===== src/verilog/nand_host_pkg.sv =====
// Package: constants and types for the NAND host pin controller
package nand_host_pkg;
   // Commands
   localparam logic [7:0] CMD_RESET = 8'hFF;
   localparam logic [7:0] CMD_STATUS = 8'h70;
   localparam logic [7:0] CMD_STATUS_ENH = 8'h78;
   localparam logic [7:0] CMD_READ_MODE = 8'h00;
   // Timing, clock 20 MHz
   localparam int CLK_HZ = 20000000;
   localparam int PWR_WAIT_US = 100;
   localparam int PWR_WAIT_CYC = PWR_WAIT_US * (CLK_HZ / 1000000);
   localparam int PROTECT_SETTLE_NS = 100;
   localparam int PROTECT_SETTLE_CYC = (PROTECT_SETTLE_NS * (CLK_HZ / 1000000) + 999) / 1000;
   localparam int RESET_BUSY_US = 1000;
   localparam int RESET_BUSY_CYC = RESET_BUSY_US * (CLK_HZ / 1000000);
   localparam int STROBE_HALF_CYC = 1;
   localparam int CNT_W = 16;
   // Request kinds
   typedef enum logic [2:0] {
      REQ_CMD = 3'h0,
      REQ_ADDR = 3'h1,
      REQ_WDATA = 3'h2,
      REQ_RDATA = 3'h3
   } req_kind_t;
   typedef struct packed {
      req_kind_t kind;
      logic [15:0] data;
   } host_req_t;
   // Bus pin group driven by the host
   typedef struct packed {
      logic ce_n;
      logic cle;
      logic ale;
      logic we_n;
      logic read_strobe_n;
      logic wp_n;
   } bus_ctl_t;
   localparam bus_ctl_t CTL_IDLE = '{ce_n: 1'b1, cle: 1'b0, ale: 1'b0, we_n: 1'b1,
                                      read_strobe_n: 1'b1, wp_n: 1'b0};
endpackage : nand_host_pkg


===== src/verilog/nand_host.sv =====
// Host-side controller driving the asynchronous NAND pin interface
// Behaviour
// - Host drives address bits outside device space low; the code leaves this to the caller and passes the address byte as given.
// - Data input uses eight or sixteen lines by bus width.
// - Host samples at rising read strobe when read cycle time is 30ns or more.
// - After enhanced status read, issue read mode before array data; the code leaves this order to the caller.
// - Host changes write protect only when ready and outside sequences.
// - Host waits protect settle time after write protect change.
// - Host holds write protect low during power-on.
// - Host waits for ready/busy valid and high before reset.
// - Without ready/busy monitoring, wait 100us before first command.
// - Reset is first command after power-on.
// - Upper byte lines zero during command cycles on word-wide devices.
`timescale 1ns/1ps
`default_nettype none
module nand_host (
   input wire logic core_clk, // 20 MHz clock
   input wire logic rst, // Async reset, active high
   input wire logic wide_bus, // 1: sixteen-line device
   input wire logic use_rb, // 1: wait on ready/busy pin
   input wire logic req_valid, // Request present
   input wire nand_host_pkg::host_req_t req, // Request kind and data
   input wire logic wp_enable_req, // Wanted write enable level
   output logic req_ready, // Request may be taken
   output logic rsp_valid, // Read data pulse
   output logic [15:0] rsp_data, // Read data
   output logic init_done, // Power-up reset done
   output nand_host_pkg::bus_ctl_t bus_ctl, // Control pins
   output logic [15:0] io_out, // Bus lines out
   output logic io_oe, // Bus lines driven
   input wire logic [15:0] io_in, // Bus lines in
   input wire logic rb_in // Ready/busy, pulled-up open-drain wire
);
   import nand_host_pkg::*;

   // Overview of the sequencer
   // Power-up: protect held low, fixed wait, then ready/busy must read high.
   // The reset command is sent on its own, before any request is taken.
   // After reset the busy time is counted, or cut short by ready/busy.
   // Idle: a protect change wins over a waiting request, so the target
   // never sees a command inside the settle window.
   // Writes take four cycles: strobe low, strobe high, latch lines drop, idle.
   // Reads take three: strobe low, sample at the rising strobe, idle.
   // Limitation: no multi-byte bursts; every byte is one request.

   typedef enum logic [3:0] {
      ST_PWR = 4'h0, ST_RST_CMD = 4'h1, ST_RST_WAIT = 4'h2, ST_IDLE = 4'h3,
      ST_WLOW = 4'h4, ST_WHIGH = 4'h5, ST_RLOW = 4'h6, ST_RHIGH = 4'h7,
      ST_WP_SETTLE = 4'h8
   } state_t;

   // Sequencer state
   state_t state_q;
   // Shared wait counter; sized for the longest busy time
   logic [CNT_W-1:0] cnt_q;
   // Write strobe high phase counter
   logic [1:0] phase_q;
   // Reset command already on the bus
   logic rst_sent_q;
   // A command sequence is open; protect must not move
   logic in_seq_q;
   // Request being carried out
   host_req_t cur_q;

   // Address/command payload: upper lines zero, data masked on narrow parts
   function automatic logic [15:0] drive_val(input host_req_t r, input logic wide);
      if (r.kind == REQ_WDATA && wide)
         drive_val = r.data;
      else
         drive_val = {8'h00, r.data[7:0]};
   endfunction : drive_val

   // Main sequencer
   always_ff @(posedge core_clk or posedge rst) begin
      if (rst) begin
         state_q <= ST_PWR;
         cnt_q <= '0;
         rst_sent_q <= 1'b0;
         in_seq_q <= 1'b0;
         cur_q <= '0;
         bus_ctl <= CTL_IDLE;
         io_out <= 16'h0000;
         io_oe <= 1'b0;
         req_ready <= 1'b0;
         rsp_valid <= 1'b0;
         rsp_data <= 16'h0000;
         init_done <= 1'b0;
         phase_q <= 2'h0;
      end else begin
         rsp_valid <= 1'b0;
         case (state_q)
            // hold protect low; fixed wait; wait on ready/busy high
            ST_PWR: begin
               bus_ctl.wp_n <= 1'b0;
               if (cnt_q != CNT_W'(PWR_WAIT_CYC))
                  cnt_q <= cnt_q + 1'b1;
               else if (!use_rb || rb_in) begin
                  cur_q <= '{kind: REQ_CMD, data: {8'h00, CMD_RESET}};
                  state_q <= ST_RST_CMD;
               end
            end
            ST_RST_CMD: begin
               rst_sent_q <= 1'b1;
               cnt_q <= '0;
               state_q <= ST_WLOW;
            end
            // wait busy time, or until ready/busy returns high
            // any busy die holds the wire low, so high means all ready
            // wire is open drain; several targets may share the pull-up
            // The first few cycles are skipped: the wire may not have fallen yet
            ST_RST_WAIT: begin
               if (cnt_q != CNT_W'(RESET_BUSY_CYC) && !(use_rb && rb_in && cnt_q > 16'h0004))
                  cnt_q <= cnt_q + 1'b1;
               else begin
                  init_done <= 1'b1;
                  req_ready <= 1'b1;
                  state_q <= ST_IDLE;
               end
            end
            ST_IDLE: begin
               bus_ctl.ce_n <= 1'b1;
               io_oe <= 1'b0;
               // change protect only when idle and ready; settle after
               // protect low keeps program and erase refused by the target
               // protect pin is driven even while chip select is high
               if (wp_enable_req != bus_ctl.wp_n && !in_seq_q && (!use_rb || rb_in)) begin
                  bus_ctl.wp_n <= wp_enable_req;
                  cnt_q <= '0;
                  req_ready <= 1'b0;
                  state_q <= ST_WP_SETTLE;
               end else if (req_valid) begin
                  cur_q <= req;
                  req_ready <= 1'b0;
                  cnt_q <= '0;
                  // A command opens a sequence; a read ends it
                  in_seq_q <= (req.kind != REQ_RDATA);
                  state_q <= (req.kind == REQ_RDATA) ? ST_RLOW : ST_WLOW;
               end
            end
            // Protect settle: no command until the count runs out
            ST_WP_SETTLE: begin
               if (cnt_q != CNT_W'(PROTECT_SETTLE_CYC))
                  cnt_q <= cnt_q + 1'b1;
               else begin
                  req_ready <= 1'b1;
                  state_q <= ST_IDLE;
               end
            end
            // command, address, data: strobe low with latch lines set
            // busy dies drop address and data; caller waits for ready
            ST_WLOW: begin
               bus_ctl.ce_n <= 1'b0;
               bus_ctl.cle <= (cur_q.kind == REQ_CMD);
               bus_ctl.ale <= (cur_q.kind == REQ_ADDR);
               bus_ctl.read_strobe_n <= 1'b1;
               bus_ctl.we_n <= 1'b0;
               // upper lines zero; caller zeroes unused address bits; width
               io_out <= drive_val(cur_q, wide_bus);
               io_oe <= 1'b1;
               state_q <= ST_WHIGH;
            end
            // Rising write strobe latches the byte in the target
            ST_WHIGH: begin
               bus_ctl.we_n <= 1'b1;
               phase_q <= phase_q + 1'b1;
               if (phase_q == 2'(STROBE_HALF_CYC)) begin
                  phase_q <= 2'h0;
                  bus_ctl.cle <= 1'b0;
                  bus_ctl.ale <= 1'b0;
                  if (rst_sent_q && !init_done) begin
                     cnt_q <= '0;
                     state_q <= ST_RST_WAIT;
                  end else begin
                     req_ready <= 1'b1;
                     state_q <= ST_IDLE;
                  end
               end
            end
            // falling read strobe; caller orders status and read mode
            ST_RLOW: begin
               bus_ctl.ce_n <= 1'b0;
               bus_ctl.cle <= 1'b0;
               bus_ctl.ale <= 1'b0;
               io_oe <= 1'b0;
               bus_ctl.read_strobe_n <= 1'b0;
               state_q <= ST_RHIGH;
            end
            // read cycle is 150ns, so sample at the rising strobe
            // Data is still driven by the target at this edge; upper lines
            // are masked on narrow parts since they float there
            ST_RHIGH: begin
               bus_ctl.read_strobe_n <= 1'b1;
               rsp_data <= wide_bus ? io_in : {8'h00, io_in[7:0]};
               rsp_valid <= 1'b1;
               req_ready <= 1'b1;
               state_q <= ST_IDLE;
            end
            default: state_q <= ST_PWR;
         endcase
      end
   end
endmodule : nand_host
`default_nettype wire


===== config.mk =====
export PLATFORM = sky130hd
export DESIGN_NAME = nand_host
export DESIGN_NICKNAME = d
export VERILOG_FILES = /design/src/verilog/nand_host_pkg.sv /design/src/verilog/nand_host.sv
export SDC_FILE = /design/constraint.sdc
export NUM_CORES = 1
export LEC_CHECK = 0
export BUFFER_PORTS_ARGS = -buffer_cell sky130_fd_sc_hd__clkbuf_2
export CORE_ASPECT_RATIO = 0.8
export CORE_MARGIN = 8
export CORE_UTILIZATION = 35
export DETAILED_ROUTE_END_ITERATION = 10
export PLACE_DENSITY = 0.66
export SYNTH_ARGS = -nofsm -noshare
export SYNTH_HDL_FRONTEND = slang
export SYNTH_SLANG_ARGS = --single-unit
export TNS_END_PERCENT = 50

===== constraint.sdc =====
create_clock -name core_clk -period 3.7 [get_ports core_clk]
set_clock_uncertainty 0.2 [all_clocks]
set_input_delay 0 -clock core_clk [delete_from_list [all_inputs] [get_ports core_clk]]
set_output_delay 0 -clock core_clk [all_outputs]
set_load 0.02 [all_outputs]

==> results of run 1 <==
==> report_power, final <==
part | internal [µW] | switching [µW] | total, µW
clock | 656 | 352 | 1010
sequential | 935 | 3.14 | 938
combinational | 57.7 | 50.5 | 108
==> cells by family after synthesis <==
group           share of synthesized area
simple gates                       0.1717
compound gates                     0.2077
flops                              0.5156
buf+inv                           0.04602
mux                               0.04360
xor+xnor                         0.006359
fa+ha+maj                        0.009084
==> cells in the final DEF (no fill, tap or decap), types with 10 or more instances in the layout <==
cell type | netlist | routed
a22o_1 | 12 | 12
nor2_1 | 18 | 18
dlygate4sd3_1 | 0 | 47
o31ai_1 | 25 | 25
nand3_1 | 12 | 12
mux2_2 | 16 | 16
nand2_1 | 68 | 68
clkbuf_2 | 0 | 83
o21ai_0 | 24 | 24
inv_1 | 11 | 10
a21oi_1 | 11 | 11
o21ai_1 | 13 | 13
dfrtp_1 | 82 | 82
==> routing by layer <==
metal	routed length [µm]	vias to the layer above	global-route usage
li1	-	1690	-
met2	4939	109	0.2242
met4	221	0	0.05419
met3	718	17	0.03322
met5	0	-	0
met1	4829	1734	0.1856
==> how the worst min path moves through the flow <==
stage / depth (start not counted) / endpoint / from / slack (ns)
floorplan: 1 / in_seq_q / req_valid / -0.10
global placement: 2 / rsp_data[4] / rst / 0.02
detailed placement: 2 / rsp_data[0] / rst / 0.02
CTS: 4 / init_done / use_rb / 0.02
global route: 4 / init_done / use_rb / 0.07
finish: 4 / init_done / rb_in / 0.03
==> stage by stage <==
step	std cells	setup WS, ns	util	total power, µW	hold slack [ns]
2_1_floorplan	406	1.311	-	986.2	-0.1030
3_3_place_gp	612	1.182	0.4008	1023	0.01914
3_5_place_dp	612	1.107	0.4008	1024	0.02058
4_1_cts	674	1.091	0.4703	2072	0.01838
5_1_grt	674	0.8076	0.4703	2123	0.06593
6_report	674	1.035	0.4703	2054	0.02958
==> area by class of cell <==
type                    instances  area (µm²)
clock inverters                 4       97.59
flip-flops and latches         85        2131
clock buffers                  11       232.7
inverters                      11       42.54
fillers                      1070        6101
repair buffers                134       915.9
multi-input cells             281        1812
well taps                     148       185.2
==> flip-flops by register name (all words and copies together) (netlist names) <==
name / count
io_out: 16
init_done: 1
phase_q: 2
bus_ctl: 6
rsp_data: 16
cur_q: 19
rsp_valid: 1
rst_sent_q: 1
in_seq_q: 1
state_q: 4
io_oe: 1
cnt_q: 16
req_ready: 1
==> what timing repair did <==
item | CTS | global route
hold buffers | 47 | 0
endpoints found under the hold margin | 91 | 0
gates resized for setup | 0 | 0
==> worst min-delay path: stages <==
cell      delay (ns)
clkbuf_2        0.11
o211a_1         0.23
o21bai_4        0.11
nand2b_1        0.08
==> results list, run 1 <==
* Area growth syn-to-layout: 31.06%
- Top cell type by total area after synthesis: dfrtp_1
- Die Outline Area: 15560 µm²
* EDFF count, synth: 0
- First element of the critical path: state_q[2]
* Peak Freq: 375.3 MHz
- Clock transition at the register clock pins on the worst setup and hold paths after CTS: 0.06 ns
- The worst setup path is of the reg2reg kind.
* Synth top cells by count: dfrtp_1 (82), nand2_1 (68), o31ai_1 (25)
- Nets: 567
* Power per cell area: 379.3 nW/µm²
* Most frequently used cell type in the post-synthesis netlist: dfrtp_1
- Final weighted congestion in routability-driven placement: 0.8351
* CP endpoint: rsp_data[4]
- Walking the worst path, the cells encountered are nor2b_1, nand3_1, mux2_2.
- Critical path's top delay family: simple AND/OR/NAND/NOR gates
* Rel. slew slack: 0.3595
- Measured in cells, the most critical reg-to-reg path has a length of 3.
* Number of vias per cell after detailed routing: 5.267
- Dividing the final minimum period by the clock period gives 0.7201.
* Sort of element at the end of the critical path: flip-flop
* Clock Latency Late Sink: 0.34 ns
- IO buf count: 83
- Of the post-synthesis cell area, the dominant cell type holds 0.4965.
- In the synthesized netlist the dominant register cell turns out to be dfrtp_1.
* Worst vdd rail ir drop: 0.2894 mV
- Max-slew violation total from the final report: 0
- In this run, distinct cell masters in the synthesized netlist total 56.
- Placeable Area: 11520 µm²
- Number of design rule violations left after detail routing: 0
- Total overflow reported by the global router: 0
- The number of antenna violations at the first check in global routing came to 0.
* Slowest cell on the critical path: nand3_1
- The endpoint identified for the worst register-to-register timing path is rsp_data[4].
- Critical path buffers and inverters: 0
- The tool flagged a number of max-cap violations equal to 0.
- Wire per inst: 15.89 µm
- The clock tree synthesis step divided the H-tree into 3 levels.
- Summing all placed instances gives a cell area of 4616 µm².
* Net count of the mapped netlist: 451
- The first global-routing pass estimated 17900 µm of wire.
* Number of synthesis warnings: 0
* Number of flip-flops and latches in the synthesized netlist: 85
- Clk Tree Root Cell: clkbuf_16
- The clock period could shrink to 2.665 ns.
- Number of sinks on the clock net: 85
* Antenna diodes: 0
- The flow ran to the end, and the final reports show no timing, DRC or antenna violations.
- Setup repair after global routing left no endpoint under its margin.
- Data required time of the worst path: 3.71 ns
- Total length of routed wires: 10710 µm
* Initial cell density of the core: 0.3588
- Fraction of final layout cells with drive strength greater than 1: 0.2567
- The number of hold violations in the final report was 0.
- Largest stage delay on the critical path: 0.72 ns
* Async set-or-reset flop fraction in the synthesized netlist: 1.000
- Vias in the first global route: 3603
- Count of boundary I/O pins: 84
- Leading cell types by total area after synthesis: dfrtp_1 (50%), nand2_1 (6.2%), o31ai_1 (4.5%)
- Counting along the longest clock path gives a buffer depth of 2.
- Actual transition at the worst max-transition pin: 0.9608 ns
- The die is 137.5 µm wide.
- CP max FO: 25
* Category of the worst setup path launch point: flip-flop
- Count of vias placed by the detailed router: 3550
* Count of endpoints failing setup in the final report: 0
- Static Leakage: 0.002479 µW
- The min-delay analysis places its worst path in the category in2reg.
* Arrival time of data at the critical path endpoint: 2.68 ns
- The share of the Yosys chip area taken by registers is 0.5156.
- The count of nets left with antenna violations once routing finished came out at 0.
- The number of clock buffers added by TritonCTS is 9.
- The startpoint identified for the worst register-to-register timing path is state_q[2].
- After routing the design area is 5416 µm².
- Largest net degree at the start of global routing: 57
* Flop-to-flop setup slack: 1.04 ns
- Cells after synthesis: 406
- Total iterations of the first detailed-routing run: 4
- In this run the vertical extent of the chip is 113.2 µm.
- The number of setup buffers added after CTS is 0.
- The mapped netlist covers 4133 µm².
- In this run the number of cells on the critical path is 3.
* Avg Synthesized Cell Area: 10.18 µm²
* TritonCTS clock tree: yes
* Sum of net half-perimeters after detailed placement: 7194 µm
- The detailed router finished its first iteration with 247 violations.
* Sum of negative setup slack: 0 ns
- Across every metal layer, demand over resource in global routing totals 0.1426.
- Std-Cell Rows: 35
Note: power is estimated with default switching activity, not from simulation.
==> run 2, diff against run 1 <==
Clock period 3.7 ns to 2.52 ns, I/O delays scaled along.
==> results list, run 2 (same netlist as run 1, synthesis figures left out) <==
* Number of vias per cell after detailed routing: 5.133 (-2.6%)
* Total iterations of the first detailed-routing run: 5 (+1)
* Die boundary height: 113.2 µm (unchanged)
- Top reg by flops: cur_q
- Total length of routed wires: 10850 µm (+1.4%)
* Max FFs per register: 19 (unchanged)
- Slowest cell on the critical path: dlygate4sd3_1
- STA classifies the critical path endpoint as a flip-flop.
* Wire per inst: 15.64 µm (-1.6%)
- The worst IR drop on VDD came to 0.2869 mV (-0.89%).
* Largest stage delay on the critical path: 0.58 ns (-0.14 ns)
- Violation count after the first detailed-route iteration: 311 (+26%)
- The library cell used most frequently in the layout, excluding fill and tap cells, is clkbuf_2.
- The number of nets still failing antenna checks after routing is 0 (unchanged).
- The buffer levels on the longest clock path was 2 (unchanged).
- Final min period: 2.385 ns (-0.2791 ns)
* Count of endpoints failing setup in the final report: 0 (unchanged)
- Number of sinks on the clock net: 85 (unchanged)
* Static Leakage: 0.002571 µW (+3.7%)
- The number of hold violations in the final report came to 0 (unchanged).
* Data required time of the worst path: 2.60 ns (-1.11 ns)
- The placed wire-length estimate came to 7260 µm (+0.92%).
- Number of antenna violations at the first check in global routing: 0 (unchanged)
- The total CTS buffers was 9 (unchanged).
- Global routing usage on met2: 0.2249 (+0.0006462)
- Placeable Area: 11520 µm² (unchanged)
- The count of vias placed by the detailed router came to 3562 (+0.34%).
* Clk Tree Root Cell: clkbuf_16
* Filler cell count: 1028 (-3.9%)
- Rel. slew slack: 0.6832 (+0.3237)
* Met3 layer usage reported by global route: 0.03410 (+0.0008857)
- The worst hold margin is 0.009422 ns (-0.02016 ns).
* Final weighted congestion in routability-driven placement: 0.8362 (+0.13%)
* Area growth syn-to-layout: 34.70%
- The number of levels in the clock H-tree was 3 (unchanged).
- The largest net degree at the start of global routing was 77 (+35%).
* Std-Cell Rows: 35 (unchanged)
* Floorplan die width: 137.5 µm (unchanged)
- The first-pass GRT wire length was 17920 µm (+0.12%).
- The flow ran to the end, and the final reports show no timing, DRC or antenna violations.
- Clock Latency Late Sink: 0.34 ns (about the same)
* IO buf count: 83 (unchanged)
- The tightest min-delay check is of the in2reg type.
* TritonCTS clock tree: yes
- The slew at the pin closest to its max-slew limit was 0.4709 ns (-0.4899 ns).
* Max-slew violation total from the final report: 0 (unchanged)
- The number of max-cap violations came to 0 (unchanged).
- met2 is the most crowded layer.
- The initial core utilization came to 0.3588 (unchanged).
- Commonest non-fill, non-tap cells in the layout: clkbuf_2 (83), dfrtp_1 (82), nand2_1 (68), dlygate4sd3_1 (49), o31ai_1 (25)
- Placed Instance Area: 4761 µm² (+3.1%)
- Clock transition at the register clock pins on the worst setup and hold paths after CTS: 0.06 ns (about the same)
* Tcrit/Tclk final: 0.9466 (+0.2264)
- Met1 capacity usage during global routing: 0.1872 (+0.001580)
- The DRC violations left is 0 (unchanged).
- The worst-path maximum fanout was 14 (-44%).
- The arrival time of the worst setup path is 2.46 ns (-0.22 ns).
- Nets: 585 (+3.2%)
- The worst setup path is launched from a flip-flop.
* Final instance area: 5567 µm² (+2.8%)
* Die Outline Area: 15560 µm² (unchanged)
- Peak Freq: 419.2 MHz (+12%)
- The critical path goes through buf_4, nor2_2, nand3_1, buf_4, nor2_2, a21oi_1, a31oi_1, dlygate4sd3_1.
* Total overflow reported by the global router: 0 (unchanged)
- GRT Overall Usage: 0.1422 (-0.0004804)
- The critical path is of the reg2reg type.
- Count of boundary I/O pins: 84 (unchanged)
- The buffer count from post-CTS setup fixing was 0 (unchanged).
* Vias in the first global route: 3545 (-1.6%)
- The fraction of final layout cells with drive strength greater than 1 was 0.2862 (+0.02958).
- Power per cell area: 515.6 nW/µm² (+36%)
run 2: cell types whose count changed in the layout (fill, tap and decap cells not counted), moves of 2 or more:
cell           before  now
buf_12              0    2
buf_4               4   18
bufinv_16           3    1
clkbuf_1            2    0
clkinv_2            1    3
clkinv_4            0    2
dlygate4sd3_1      47   49
nor2_1             18   16
nor2_2              0    2
run 2: path summary, 6_finish.rpt:
check / endpoint / cells after the start / slack, ns / from
worst max-delay path: in_seq_q / 8 / 0.13 / state_q[2]
worst min-delay path: init_done / 4 / 0.009 / rb_in
worst max register to register: in_seq_q / 8 / 0.13 / state_q[2]
worst min register to register: cur_q[4] / 2 / 0.27 / cur_q[4]
max in group asynchronous: bus_ctl[1] / 5 / 1.01 / rst
min in group asynchronous: rsp_data[3] / 4 / 0.45 / rst
run 2: where the power goes:
group | internal (µW) | switching, µW | total, µW
logic | 90.4 | 76.1 | 166
clock network | 771 | 556 | 1330
registers | 1370 | 4.83 | 1380
total | 2230 | 636 | 2870
run 2: critical path, delay by kind of cell, from the launching register on:
family / cells / cell delay (ns)
flops: 1 / 0.44
simple gates: 3 / 0.43
buf+inv: 3 / 0.98
compound gates: 2 / 0.27
run 2: cell type report:
| class | instances | area (µm²) | area share |
|---|---|---|---|
| flip-flops and latches | 85 | 2131 | 0.3828 |
| multi-input cells | 281 | 1826 | 0.3279 |
| repair buffers | 152 | 1081 | 0.1942 |
| clock buffers | 9 | 225.2 | 0.04046 |
| well taps | 148 | 185.2 | 0.03327 |
| clock inverters | 7 | 73.82 | 0.01326 |
| inverters | 11 | 42.54 | 0.007642 |
| diodes | 1 | 2.502 | 0.0004495 |
run 2: layer usage:
| metal | wire (µm) | vias up |
|---|---|---|
| li1 | - | 1732 |
| met1 | 4755 | 1703 |
| met2 | 5167 | 115 |
| met3 | 820 | 12 |
| met4 | 110 | 0 |
| met5 | 0 | - |
run 2: timing repair:
action                     4_1_cts  5_1_grt
hold buffers                    49        0
setup endpoints to repair        0        2
gates resized for setup          0        3
hold endpoints to repair       121        0
run 2: through the flow:
stage | setup WS [ns] | TNS [ns] | total power (µW) | util | cells
2_1_floorplan | 0.1315 | 0 | 1448 | - | 406
3_3_place_gp | 0.2112 | 0 | 1504 | 0.4134 | 628
3_5_place_dp | 0.1281 | 0 | 1507 | 0.4134 | 628
4_1_cts | 0.06782 | 0 | 2899 | 0.4819 | 693
5_1_grt | -0.01065 | -0.01065 | 2971 | 0.4831 | 693
6_report | 0.1346 | 0 | 2870 | 0.4833 | 694
